===== config.mk =====
export PLATFORM = sky130hd
export DESIGN_NAME = pcr_regs
export DESIGN_NICKNAME = d
export VERILOG_FILES = /design/src/hdl/pcr_pkg.sv /design/src/hdl/pcr_regs.sv
export SDC_FILE = /design/constraint.sdc
export NUM_CORES = 1
export LEC_CHECK = 0
export BUFFER_PORTS_ARGS = -buffer_cell sky130_fd_sc_hd__buf_4
export CAP_MARGIN = 20
export CORE_ASPECT_RATIO = 1.5
export CORE_UTILIZATION = 47
export CTS_BUF_LIST = sky130_fd_sc_hd__clkbuf_2 sky130_fd_sc_hd__clkbuf_4 sky130_fd_sc_hd__clkbuf_8
export DETAILED_ROUTE_END_ITERATION = 8
export PLACE_DENSITY = 0.85
export SLEW_MARGIN = 5
export SYNTH_ARGS = -nofsm -noshare
export SYNTH_HDL_FRONTEND = slang
export SYNTH_SLANG_ARGS = --single-unit
export TNS_END_PERCENT = 50

===== constraint.sdc =====
create_clock -name pclk -period 1.66 [get_ports pclk]
set_clock_uncertainty 0.15 [all_clocks]
set_input_delay 0.249 -clock pclk [delete_from_list [all_inputs] [get_ports pclk]]
set_output_delay 0.249 -clock pclk [all_outputs]
set_load 0.02 [all_outputs]

===== src/hdl/pcr_pkg.sv =====
// Purpose: shared constants and carrier types for the processor control register bank
// Assumes: apb with 32-bit data, registers in the low 16 bits of each aligned word
// Notes: offsets are word indices, so the byte address is four times the index
package pcr_pkg;
	// register indices; the apb byte address is four times these
	localparam logic [15:0] IDX_BASE  = 16'hC002;
	localparam logic [15:0] IDX_REV   = 16'hC004;
	localparam logic [15:0] IDX_SPEED = 16'hC008;
	localparam logic [15:0] IDX_POWER = 16'hC00A;
	localparam logic [15:0] IDX_IRQST = 16'hC0F0;
	localparam logic [15:0] IDX_IRQMK = 16'hC0F2;
	// reset values
	localparam logic [15:0] RST_BASE  = 16'h0100;
	localparam logic [3:0]  RST_SPEED = 4'hF;
	localparam logic [15:0] RST_POWER = 16'h0000;
	localparam logic [15:0] REV_VALUE = 16'h0A5A;  // arbitrary revision value
	// base field and power control bit positions
	localparam int BASE_LSB  = 4;
	localparam int PW_H2     = 14;
	localparam int PW_H1     = 12;
	localparam int PW_OTG    = 11;
	localparam int PW_HSS    = 9;
	localparam int PW_SPI    = 8;
	localparam int PW_HPI    = 7;
	localparam int PW_PIN    = 4;
	localparam int PW_BOOST  = 2;
	localparam int PW_SLEEP  = 1;
	localparam int PW_HALT   = 0;
	localparam logic [15:0] PW_WMASK = 16'h5B90;   // writable wake enables
	localparam logic [15:0] BASE_WMASK = 16'hFFF0; // writable base field
	// event bits in the interrupt status register
	localparam int EV_WAKE  = 0;
	localparam int EV_SLEEP = 1;
	localparam int EV_HALT  = 2;
	localparam int EV_RESUME = 3;
	localparam int EV_W     = 4;
	// power state machine
	typedef enum logic [1:0]
	{
		PCR_RUN   = 2'b00,
		PCR_SLEEP = 2'b01,
		PCR_HALT  = 2'b10
	} pcr_state_e;
	// synchronised wake inputs
	typedef struct packed
	{
		logic       usb2;
		logic       usb1;
		logic       otg_vbus;
		logic       otg_id;
		logic       hss_rx;
		logic       spi_ssn;
		logic       hpi_rd;
		logic [1:0] pins;
	} pcr_wake_s;
endpackage


===== src/hdl/pcr_regs.sv =====
// Purpose: processor control register bank: base, revision, core divider, power control
// Assumes: pclk is the undivided system clock; wake inputs are asynchronous pins
// Notes: sleep stops only the core here; clock gating itself lives outside this block
//
// The implementer's own choice: the APB register port.
`timescale 1ns/100ps
module pcr_regs
(
	// clock and reset
	input  wire logic               pclk,
	input  wire logic               presetn,
	// apb slave
	input  wire logic               psel,
	input  wire logic               penable,
	input  wire logic               pwrite,
	input  wire logic [31:0]        paddr,
	input  wire logic [31:0]        pwdata,
	output logic      [31:0]        prdata,
	output logic                    pready,
	output logic                    pslverr,
	// core register address path
	input  wire logic [3:0]         reg_index,
	output logic      [15:0]        reg_ram_addr,
	// core clocking and power
	input  wire logic               core_irq,
	output logic                    core_tick,
	output logic                    core_sleep,
	output logic                    core_halt,
	output logic                    drop_rx_byte,
	// asynchronous wake and status pins
	input  wire pcr_pkg::pcr_wake_s wake_pins,
	input  wire logic               boost_rail_status,
	// interrupt
	output logic                    irq
);
	// register storage
	logic [15:0]              base;          // base field, low bits kept zero
	logic [3:0]               speed;         // core divider select
	logic [15:0]              power;         // wake enables only
	logic [3:0]               div_cnt;       // core divider counter
	pcr_pkg::pcr_state_e      state;         // run, sleep or halt
	pcr_pkg::pcr_wake_s       sync1;         // first synchroniser stage
	pcr_pkg::pcr_wake_s       sync2;         // second synchroniser stage
	pcr_pkg::pcr_wake_s       prev;          // last sampled synchronised value
	logic                     boost1;        // boost status stage one
	logic                     boost2;        // boost status stage two
	logic                     irq_sync1;     // core interrupt stage one
	logic                     irq_sync2;     // core interrupt stage two
	logic [pcr_pkg::EV_W-1:0] irq_status;    // sticky events
	logic [pcr_pkg::EV_W-1:0] irq_mask;      // event enables
	logic                     wake_hit;      // any enabled wake this cycle
	logic                     irq_wake;      // enabled wake that may raise an interrupt
	logic                     rx_wake;       // wake by serial or slave-select
	logic                     wr_cyc;        // write access phase
	logic                     rd_cyc;        // read access phase
	logic [15:0]              next_rdata;    // read mux output
	logic                     next_err;      // unmapped address

	// word address to register index, shared by read and write decode
	// the full 32-bit address is compared, so aliases above the bank
	// fall through to the unmapped answer instead of hitting a register
	function automatic logic hit(input logic [31:0] addr, input logic [15:0] idx);
		hit = (addr == {14'h0, idx, 2'b00});
	endfunction

	// apb is answered in the access phase with no wait states
	// a write lands only at the access edge, never in the setup cycle,
	// so a master that aborts after setup leaves every register untouched
	assign wr_cyc = psel && penable && pwrite;
	assign rd_cyc = psel && penable && !pwrite;

	// level pins cross into pclk through two flops each
	// only the second stage is read by logic; the first may be metastable
	// a pulse shorter than one pclk period can be missed, which is accepted
	// because every wake source is a slow level or a held edge
	always_ff @(posedge pclk or negedge presetn)
	begin
		if (!presetn)
		begin
			sync1     <= '0;
			sync2     <= '0;
			boost1    <= 1'b0;
			boost2    <= 1'b0;
			irq_sync1 <= 1'b0;
			irq_sync2 <= 1'b0;
		end
		else
		begin
			sync1     <= wake_pins;
			sync2     <= sync1;
			boost1    <= boost_rail_status;
			boost2    <= boost1;
			irq_sync1 <= core_irq;
			irq_sync2 <= irq_sync1;
		end
	end

	// edge history, compared against the second stage only
	// its reset value is low, so an input idling high shows one rising edge
	// after reset; that edge is harmless since wakes only count in sleep
	always_ff @(posedge pclk or negedge presetn)
	begin
		if (!presetn)
			prev <= '0;
		else
			prev <= sync2;
	end

	// enabled wake sources; usb wakes end sleep but raise no core interrupt
	// irq_wake leaves the two usb engines out so their wakes stay silent
	always_comb
	begin
		wake_hit = 1'b0;
		irq_wake = 1'b0;
		if (power[pcr_pkg::PW_H2] && (sync2.usb2 != prev.usb2))
			wake_hit = 1'b1;
		if (power[pcr_pkg::PW_H1] && (sync2.usb1 != prev.usb1))
			wake_hit = 1'b1;
		if (power[pcr_pkg::PW_OTG] && ((sync2.otg_vbus != prev.otg_vbus) || (sync2.otg_id != prev.otg_id)))
		begin
			wake_hit = 1'b1;
			irq_wake = 1'b1;
		end
		if (power[pcr_pkg::PW_HPI] && sync2.hpi_rd && !prev.hpi_rd)
		begin
			wake_hit = 1'b1;
			irq_wake = 1'b1;
		end
		if (power[pcr_pkg::PW_PIN] && (sync2.pins != prev.pins))
		begin
			wake_hit = 1'b1;
			irq_wake = 1'b1;
		end
		if (rx_wake)
		begin
			wake_hit = 1'b1;
			irq_wake = 1'b1;
		end
	end

	// serial and slave-select wakes also discard the arriving byte
	// the core needs far longer to restart than one byte takes to arrive,
	// so the byte that woke it can never be received intact
	always_comb
	begin
		rx_wake = 1'b0;
		if (power[pcr_pkg::PW_HSS] && (sync2.hss_rx != prev.hss_rx))
			rx_wake = 1'b1;
		if (power[pcr_pkg::PW_SPI] && !sync2.spi_ssn && prev.spi_ssn)
			rx_wake = 1'b1;
	end

	// base register: only the field is stored, reserved bits never change
	// masking on write keeps the low bits zero, so reads need no mask
	always_ff @(posedge pclk or negedge presetn)
	begin
		if (!presetn)
			base <= pcr_pkg::RST_BASE;
		else if (wr_cyc && hit(paddr, pcr_pkg::IDX_BASE))
			base <= pwdata[15:0] & pcr_pkg::BASE_WMASK;
	end

	// core divider select
	// only the low nibble is kept; reserved upper bits read as zero
	always_ff @(posedge pclk or negedge presetn)
	begin
		if (!presetn)
			speed <= pcr_pkg::RST_SPEED;
		else if (wr_cyc && hit(paddr, pcr_pkg::IDX_SPEED))
			speed <= pwdata[3:0];
	end

	// wake enables; sleep and halt bits are commands and are not stored
	// keeping them out of storage means a later enable write cannot
	// re-enter sleep or halt by echoing back a stale command bit
	always_ff @(posedge pclk or negedge presetn)
	begin
		if (!presetn)
			power <= pcr_pkg::RST_POWER;
		else if (wr_cyc && hit(paddr, pcr_pkg::IDX_POWER))
			power <= pwdata[15:0] & pcr_pkg::PW_WMASK;
	end

	// power state: sleep wins over halt when both are written
	// sleep ends on any enabled wake edge, halt on the core interrupt level;
	// commands are only taken in run, since a stopped core cannot issue them
	always_ff @(posedge pclk or negedge presetn)
	begin
		if (!presetn)
			state <= pcr_pkg::PCR_RUN;
		else
		begin
			unique case (state)
				pcr_pkg::PCR_RUN:
				begin
					if (wr_cyc && hit(paddr, pcr_pkg::IDX_POWER) && pwdata[pcr_pkg::PW_SLEEP])
						state <= pcr_pkg::PCR_SLEEP;
					else if (wr_cyc && hit(paddr, pcr_pkg::IDX_POWER) && pwdata[pcr_pkg::PW_HALT])
						state <= pcr_pkg::PCR_HALT;
				end
				pcr_pkg::PCR_SLEEP:
				begin
					if (wake_hit)
						state <= pcr_pkg::PCR_RUN;
				end
				pcr_pkg::PCR_HALT:
				begin
					if (irq_sync2)
						state <= pcr_pkg::PCR_RUN;
				end
				default:
					state <= pcr_pkg::PCR_RUN;
			endcase
		end
	end

	// divider counts on the full clock; peripherals never see it
	// the counter restarts when the select drops below it, so a new,
	// smaller divisor takes effect at once instead of after a wrap
	always_ff @(posedge pclk or negedge presetn)
	begin
		if (!presetn)
			div_cnt <= 4'h0;
		else if (state != pcr_pkg::PCR_RUN || div_cnt >= speed)
			div_cnt <= 4'h0;
		else
			div_cnt <= div_cnt + 4'h1;
	end

	// one core tick every speed+1 cycles, none while stopped
	// a select of zero keeps the tick high, the core then runs undivided
	always_ff @(posedge pclk or negedge presetn)
	begin
		if (!presetn)
			core_tick <= 1'b0;
		else
			core_tick <= (state == pcr_pkg::PCR_RUN) && (div_cnt >= speed);
	end

	// stop indications to the core and byte drop to the receivers
	// the drop pulse lasts one cycle; receivers must latch it themselves
	always_ff @(posedge pclk or negedge presetn)
	begin
		if (!presetn)
		begin
			core_sleep   <= 1'b0;
			core_halt    <= 1'b0;
			drop_rx_byte <= 1'b0;
		end
		else
		begin
			core_sleep   <= (state == pcr_pkg::PCR_SLEEP);
			core_halt    <= (state == pcr_pkg::PCR_HALT);
			drop_rx_byte <= (state == pcr_pkg::PCR_SLEEP) && rx_wake;
		end
	end

	// working register address: index shifted by one, or with base, bit zero low
	// bit four is shared by the base and the top index bit, so a base with
	// bit four set folds the lower eight registers onto the upper eight
	// the address follows the index one cycle later, from a flop
	always_ff @(posedge pclk or negedge presetn)
	begin
		if (!presetn)
			reg_ram_addr <= 16'h0000;
		else
			reg_ram_addr <= (base & pcr_pkg::BASE_WMASK) | {11'h0, reg_index, 1'b0};
	end

	// interrupt mask
	// same layout as the status register; a zero bit only hides the event
	always_ff @(posedge pclk or negedge presetn)
	begin
		if (!presetn)
			irq_mask <= '0;
		else if (wr_cyc && hit(paddr, pcr_pkg::IDX_IRQMK))
			irq_mask <= pwdata[pcr_pkg::EV_W-1:0];
	end

	// sticky events, cleared by reading; a new event in the read cycle survives
	// the clear is written first and the sets after it, so a set in the
	// same cycle overrides the clear; an event set at the setup edge is cleared unread
	always_ff @(posedge pclk or negedge presetn)
	begin
		if (!presetn)
			irq_status <= '0;
		else
		begin
			irq_status <= (rd_cyc && hit(paddr, pcr_pkg::IDX_IRQST)) ? '0 : irq_status;
			if (state == pcr_pkg::PCR_SLEEP && irq_wake)
				irq_status[pcr_pkg::EV_WAKE] <= 1'b1;
			if (state == pcr_pkg::PCR_RUN && wr_cyc && hit(paddr, pcr_pkg::IDX_POWER) && pwdata[pcr_pkg::PW_SLEEP])
				irq_status[pcr_pkg::EV_SLEEP] <= 1'b1;
			if (state == pcr_pkg::PCR_RUN && wr_cyc && hit(paddr, pcr_pkg::IDX_POWER) && !pwdata[pcr_pkg::PW_SLEEP]
				&& pwdata[pcr_pkg::PW_HALT])
				irq_status[pcr_pkg::EV_HALT] <= 1'b1;
			if (state == pcr_pkg::PCR_HALT && irq_sync2)
				irq_status[pcr_pkg::EV_RESUME] <= 1'b1;
		end
	end

	// level interrupt from flop
	// it lags the status by one cycle, so it falls one cycle after a clear
	always_ff @(posedge pclk or negedge presetn)
	begin
		if (!presetn)
			irq <= 1'b0;
		else
			irq <= |(irq_status & irq_mask);
	end

	// read mux; reserved bits and unmapped reads give zero
	// decoded from the setup-cycle address, which the master holds stable
	// through the access phase, so the flopped answer matches the address
	always_comb
	begin
		next_rdata = 16'h0000;
		next_err   = 1'b0;
		if (hit(paddr, pcr_pkg::IDX_BASE))
			next_rdata = base;
		else if (hit(paddr, pcr_pkg::IDX_REV))
			next_rdata = pcr_pkg::REV_VALUE;
		else if (hit(paddr, pcr_pkg::IDX_SPEED))
			next_rdata = {12'h000, speed};
		else if (hit(paddr, pcr_pkg::IDX_POWER))
		begin
			next_rdata = power;
			next_rdata[pcr_pkg::PW_BOOST] = boost2;
		end
		else if (hit(paddr, pcr_pkg::IDX_IRQST))
			next_rdata = {12'h000, irq_status};
		else if (hit(paddr, pcr_pkg::IDX_IRQMK))
			next_rdata = {12'h000, irq_mask};
		else
			next_err = 1'b1;
	end

	// apb answer registered in the setup cycle so it stands in the access phase
	// flopping costs nothing here since the access phase is always one cycle,
	// and it keeps every bus output straight from a register
	// write data are returned as zero so nothing leaks onto the read bus
	always_ff @(posedge pclk or negedge presetn)
	begin
		if (!presetn)
		begin
			prdata  <= 32'h0000_0000;
			pready  <= 1'b0;
			pslverr <= 1'b0;
		end
		else
		begin
			pready  <= psel && !penable;
			pslverr <= psel && !penable && next_err;
			prdata  <= (psel && !penable && !pwrite) ? {16'h0000, next_rdata} : 32'h0000_0000;
		end
	end
endmodule


==> results of run 1 <==
routing by layer:
| layer | wire (µm) | part of all wire (%) | up-vias |
|---|---|---|---|
| li1 | - | - | 1455 |
| met1 | 3857 | 35 | 1602 |
| met2 | 6089 | 55 | 145 |
| met3 | 559 | 5.1 | 35 |
| met4 | 475 | 4.3 | 0 |
| met5 | 0 | 0 | - |
cell usage after synthesis, drive strengths merged, types with 4 or more instances:
library cell  number  area share, %
nor3              15            2.3
mux2              27            7.8
or4                9            1.9
nor2b              8            1.4
nor4               8            1.5
o21ai              4           0.47
xor2               8            1.7
mux2i              5            1.2
buf               21            3.7
nand2             11           0.97
inv               11           0.97
nor2              15            1.5
ha                 5            1.5
nand3              7           0.83
a22oi              5           0.88
dfrtp            101             60
nand4              5            1.1
a21o               5           0.88
and2               5           0.74
dfstp              5            3.1
worst paths after layout:
path	start	to	slack [ps]	cells past startpoint
max	paddr[8]	prdata[2]$_DFF_PN0_	-330	8
min	psel	pready$_DFF_PN0_	40	3
max reg2reg	speed[1]$_DFFE_PN1P_	div_cnt[2]$_DFF_PN0_	-30	6
min reg2reg	sync1[1]$_DFF_PN0_	sync2[1]$_DFF_PN0_	200	0
max in group asynchronous	presetn	speed[2]$_DFFE_PN1P_	620	3
min in group asynchronous	presetn	prdata[14]$_DFF_PN0_	170	2
sequential cells by signal, indices dropped and copies added (netlist names), 2 cells and up:
register      count
sync2             9
base             12
prev              9
speed             4
div_cnt           4
irq_status        4
sync1             9
state             2
irq_mask          4
power             7
reg_ram_addr     15
prdata           16
through the flow:
stage,TNS [ps],hold WS (ps),util (%),area (µm²),cells
floorplan,-18860,-196.6,-,4313,329
global placement,-29650,11.87,61.90,5433,564
detailed placement,-31810,16.00,61.90,5433,564
CTS,-9208,5.417,69.93,6137,614
global route,-12030,41.26,71.70,6292,618
finish,-10090,36.71,71.70,6292,618
area by class of cell:
cell class              count  share of cell area [%]
flip-flops and latches    106                   42.25
multi-input cells         189                   26.74
repair buffers            186                   24.84
clock buffers              11                   2.307
well taps                 110                   2.187
clock inverters             5                   1.014
inverters                  11                  0.6562
cells by family after synthesis:
kind of cell / Yosys count
xor gates and xnor gates: 9
other: 1
buffers and inverters: 34
and+or+nand+nor: 93
DFF: 106
muxes: 32
AOI/OAI and AO/OA: 33
adders and majority gates: 5
cell usage in the layout, fill, tap and decap left out, types with 3 or more instances in the layout:
cell type and n:
nor3_1 9, nand4_1 4, and2_1 5, ha_1 4
nand2_1 10, dfrtp_1 101, dlygate4sd3_1 32, mux2_4 17
inv_1 10, nor2b_1 7, clkbuf_8 10, buf_6 13
mux2i_1 5, nor3_4 3, nor4_4 4, or4_4 7
a21o_1 5, nand3_1 6, xor2_1 8, nor2_1 11
nor3_2 3, buf_4 138, dfstp_2 5, a22oi_1 4
conb_1 17, clkinv_4 3, buf_12 3, mux2_1 8
power groups by stage:
stage          Clock [mW]  Combinational, mW  Sequential (mW)
6_report             1.62              0.443             2.64
5_1_grt              1.75              0.475             2.65
4_1_cts              1.65              0.426             2.64
3_5_place_dp            0              0.354             2.70
3_3_place_gp            0              0.345             2.69
2_1_floorplan           0              0.123             2.70
repair_timing:
item                       4_1_cts  5_1_grt
hold buffers                    32        0
setup endpoints to repair       55       55
pin swaps                       24       14
buffers inserted                 3        5
resized for setup               38       27
hold endpoints to repair       144        0
worst max-delay path: cells and delay by family:
kind	cells	cell delay [ps]
simple gates	4	1240
buf+inv	3	450
compound gates	1	160
==> out/results.tsv, run 1 <==
metric	value	unit
max-cap viol count	0	
multi-input logic area	1683	µm²
Yosys cell types	54	
Critical Path RT	1780	ps
Clock power frac	34.4	%
GP Congestion	0.8517	
Die W	79.59	µm
Cell Pwr Density	747.4	nW/µm²
final WL	10.98	mm
CP max-delay cell	or4_4	
fin. max-slew vios	0	
worst-path maximum fanout	4	
RSZ-0062 raised after global routing	yes	
Max Buffers Root-to-Sink	2	
Ys Warns	0	
Slew Limit Headroom	65.88	%
Gate Count Post-Synth	313	
critical path endpoint category	flip-flop	
P_sw	1.082	mW
detailed placer's ending HPWL	7.300	mm
share of cells above drive strength 1	47.05	%
CP Cell Sequence	buf_6 > or4_4 > nor2b_4 > buf_6 > nand4_1 > buf_4 > a2bb2oi_2 > nor4_2	
routing usage on met2	41.77	%
Reg clk slew, reported paths	100	ps
layer with the highest usage	met2	
clk root buf	clkbuf_8	
Layout fillers	567	
post-synthesis adder-cell area fraction	1.474	%
main combinational cell family by area after synthesis	simple AND/OR/NAND/NOR gates	
Pre-Repair DR Iteration Count	4	
die area	9422	µm²
status	complete, but fails checks	
worst vdd ir	0.0005791	V
count of final hold-check violations	0	
vias post-DR	3237	
first-pass GRT wire length	16.46	mm
fin nets	592	
asr flop ratio synth	100.0	%
DR DRC count	0	
I/O Buffers	105	
failing checks	negative setup slack	
Compound-Gate Fraction of Synth Area	6.132	%
vias in the first global route	3477	
CP Launch Type	input pin	
Setup Viol. Count Final	51	
flops & latches, synth	106	
total area of sequential cells	2659	µm²
Max Clock Freq	502.5	MHz
xor/xnor cell area share of the yosys netlist	1.857	%
Routed Antenna Nets	0	
Seq/Total Area, Yosys	62.65	%
CTS tree	yes	
Comb pwr share	9.4	%
post-DR wirelength/cell	17.77	µm
CP arrival	2110	ps
Synth Flop Type	dfrtp_1	
part of the power in registers	56.2	%
largest net degree at the start of global routing	42	
GRT Overall Usage	23.53	%
Tmin final	1990	ps
number of synthesized flops with an enable pin	0	
ANT cells	0	
Sw Share	23.00	%
Die Y	118.4	µm
worst slew pin tran	507.8	ps
Pwr Total	4.703	mW
mux contribution to synthesized area	8.962	%
Power Internal	3.621	mW
H-tree Lvls	3	
Vias/cell	5.238	
clk_lat worst skew	370	ps
initial antenna violation count	0	
Syn Area/Cell	13.56	µm²
setup ws final	-330.0	ps
GR Util met3	4.865	%
Leak	3.110	nW
hold crit path type	in2reg	
Synth Area in Simple Gates	13.94	%
Layout area overhead	48.26	%
met1 usage	25.07	%
CP max stage delay	570	ps
CTS Sinks	106	
pre-CTS WS	-755.5	ps
I/O pin total	139	
GRT overflow	0	
fin crit share	119.9	%
drt initial violations	159	
Netlist Area Pre-Place	4244	µm²
Initial Util	48.36	%
critical path class	in2reg	
number of placement rows	42	
CTS Buf Count	9	
core area	8776	µm²
cell mode on critical path	buf_6	
Power figures use the tool's default switching activity.
==> run 2, diff against run 1 <==
--- a/config.mk
+++ b/config.mk
@@ -12,6 +12,7 @@
 export CTS_BUF_LIST = sky130_fd_sc_hd__clkbuf_2 sky130_fd_sc_hd__clkbuf_4 sky130_fd_sc_hd__clkbuf_8
 export DETAILED_ROUTE_END_ITERATION = 8
 export PLACE_DENSITY = 0.85
+export RECOVER_POWER = 50
 export SLEW_MARGIN = 5
 export SYNTH_ARGS = -nofsm -noshare
 export SYNTH_HDL_FRONTEND = slang
==> run 2 against run 1 <==
Net effect: the run still ends with negative setup slack left; largest power group unchanged; non-clock buffer count stayed put; first-iteration DRC count is 18% higher; largest cell class unchanged; fmax is 0.43% lower; power is 0.14% lower; via count is 0.25% lower; sequential power hardly changed; hold slack worse by 11 ps.
==> out/results.tsv, run 2 (synthesis gave the netlist of run 1 again) <==
metric	value	unit	change
DR DRC count	0		unchanged
fin area	6274	µm²	-0.30%
total placed cells including tap cells	564		unchanged
Biggest register	prdata		
failing checks	negative setup slack		
Tmin final	1999	ps	+8.514 ps
Routed Antenna Nets	0		unchanged
post-DR wirelength/cell	17.65	µm	-0.66%
Pwr Total	4.696	mW	-0.14%
Cell Pwr Density	748.5	nW/µm²	+0.16%
cell mode on critical path	buf_6		
drt initial violations	188		+18%
detailed placer's ending HPWL	7.300	mm	unchanged
Setup Viol. Count Final	52		+2.0%
worst slew pin tran	579.5	ps	+71.63 ps
CP arrival	2120	ps	about the same
CTS tree	yes		
worst vdd ir	0.0005793	V	about the same
P_sw	1.082	mW	about the same
Leak	3.098	nW	-0.38%
Crit path buffers/inverters	3		unchanged
setup ws final	-338.6	ps	-8.514 ps
Layout area overhead	47.82	%	
fin crit share	120.4	%	+0.51 points
Top Registers	prdata: 16 flops, reg_ram_addr: 15 flops, base: 12 flops		
part of the power in registers	56.3	%	about the same
RSZ-0062 raised after global routing	yes		
status	complete, but fails checks		
CTS Buf Count	9		unchanged
fin nets	592		unchanged
max-cap viol count	0		unchanged
I/O Buffers	105		unchanged
H-tree Lvls	3		unchanged
die area	9422	µm²	unchanged
largest net degree at the start of global routing	42		unchanged
final WL	10.91	mm	-0.66%
Die Y	118.4	µm	unchanged
Die W	79.59	µm	unchanged
Reg clk slew, reported paths	100	ps	about the same
vias in the first global route	3477		unchanged
fin util	71.49	%	-0.21 points
number of placement rows	42		unchanged
max reg flops	16		unchanged
Slew Limit Headroom	61.37	%	-4.5 points
Power Internal	3.614	mW	-0.19%
Clock power frac	34.5	%	about the same
commonest non-fill, non-tap cell in the layout	buf_4		
first-pass GRT wire length	16.46	mm	unchanged
Vias/cell	5.225		-0.25%
Comb pwr share	9.2	%	-0.2 points
fin. max-slew vios	0		unchanged
worst-path maximum fanout	4		unchanged
core area	8776	µm²	unchanged
Cell Area, Placed	5433	µm²	unchanged
GRT Overall Usage	23.53	%	unchanged
Max Clock Freq	500.4	MHz	-0.43%
Initial Util	48.36	%	unchanged
Pre-Repair DR Iteration Count	4		unchanged
Sw Share	23.03	%	+0.034 points
clk_lat worst skew	370	ps	about the same
vias post-DR	3229		-0.25%
I/O pin total	139		unchanged
Max Buffers Root-to-Sink	2		unchanged
critical path endpoint category	flip-flop		
GRT overflow	0		unchanged
CP max stage delay	570	ps	about the same
most frequent cells in the layout	122 x buf_4, 101 x dfrtp_1, 32 x dlygate4sd3_1		
critical path class	in2reg		
count of final hold-check violations	0		unchanged
hold crit path type	in2reg		
Critical Path RT	1780	ps	about the same
ANT cells	0		unchanged
CP Cell Sequence	buf_6 > or4_4 > nor2b_4 > buf_6 > nand4_1 > buf_4 > a2bb2oi_2 > nor4_2		
share of cells above drive strength 1	46.85	%	-0.20 points
clk root buf	clkbuf_8		
initial antenna violation count	0		unchanged
CP top delay family	simple AND/OR/NAND/NOR gates		
GP Congestion	0.8517		unchanged
Layout fillers	569		+0.35%
CP Launch Type	input pin		
fin cells	618		unchanged
CP max-delay cell	or4_4		
CTS Sinks	106		unchanged
[run 2: cell count changes in the layout (fill, tap and decap cells not counted)]
cell / before / now
buf_4: 138 / 122
clkbuf_4: 1 / 16
buf_12: 3 / 2
clkbuf_1: 0 / 1
clkbuf_2: 0 / 1
[run 2: area by class of cell]
class / count / area (µm²) / share of cell area [%]
timing repair buffer: 186 / 1544 / 24.61
clock buffer: 11 / 145.1 / 2.314
sequential: 106 / 2659 / 42.38
inverter: 11 / 41.29 / 0.6582
multi-input combinational: 189 / 1683 / 26.82
clock inverter: 5 / 63.81 / 1.017
tap: 110 / 137.6 / 2.194
[run 2: worst paths after layout]
check	start	end	slack [ps]	cells after the start
min in group asynchronous	presetn	power[14]$_DFFE_PN0N_	260	2
hold reg to reg	sync1[1]$_DFF_PN0_	sync2[1]$_DFF_PN0_	200	0
max in group asynchronous	presetn	reg_ram_addr[10]$_DFF_PN0_	180	3
setup reg to reg	speed[1]$_DFFE_PN1P_	div_cnt[2]$_DFF_PN0_	-30	6
setup / recovery	paddr[8]	prdata[2]$_DFF_PN0_	-340	8
hold / removal	psel	pready$_DFF_PN0_	30	3
[run 2: power groups by stage]
stage	clock network (mW)	registers, mW	logic [mW]
after floorplan	0	2.70	0.123
after global placement	0	2.69	0.345
after detailed placement	0	2.70	0.354
after CTS	1.65	2.64	0.426
after global routing	1.75	2.65	0.468
final	1.62	2.64	0.434
[run 2: metrics by stage]
step	setup slack (ps)	TNS, ps	hold slack (ps)
final	-338.6	-10190	25.48
after global routing	-337.3	-12030	41.26
after CTS	-264.5	-9208	5.417
after detailed placement	-755.5	-31810	16.00
after global placement	-686.0	-29650	11.87
after floorplan	-538.6	-18860	-196.6
[run 2: worst min-delay path, delay by kind of cell]
kind                   cells  cell delay [ps]
buffers and inverters      2              170
AND/OR/NAND/NOR            1               80
[run 2: metal layers]
metal	GRT usage [%]	up-vias	wire (µm)	part of all wire [%]
met4	13.41	0	476	4.4
met5	0	-	0	0
met1	25.07	1609	3789	35
li1	-	1454	-	-
met2	41.77	131	6108	56
met3	4.865	35	533	4.9
[run 2: timing repair]
item | 4_1_cts | 5_1_grt
endpoints found under the hold margin | 144 | 0
endpoints found under the setup margin | 55 | 55
pin swaps | 24 | 14
buffers inserted | 3 | 5
hold buffers | 32 | 0
gates resized for setup | 38 | 27
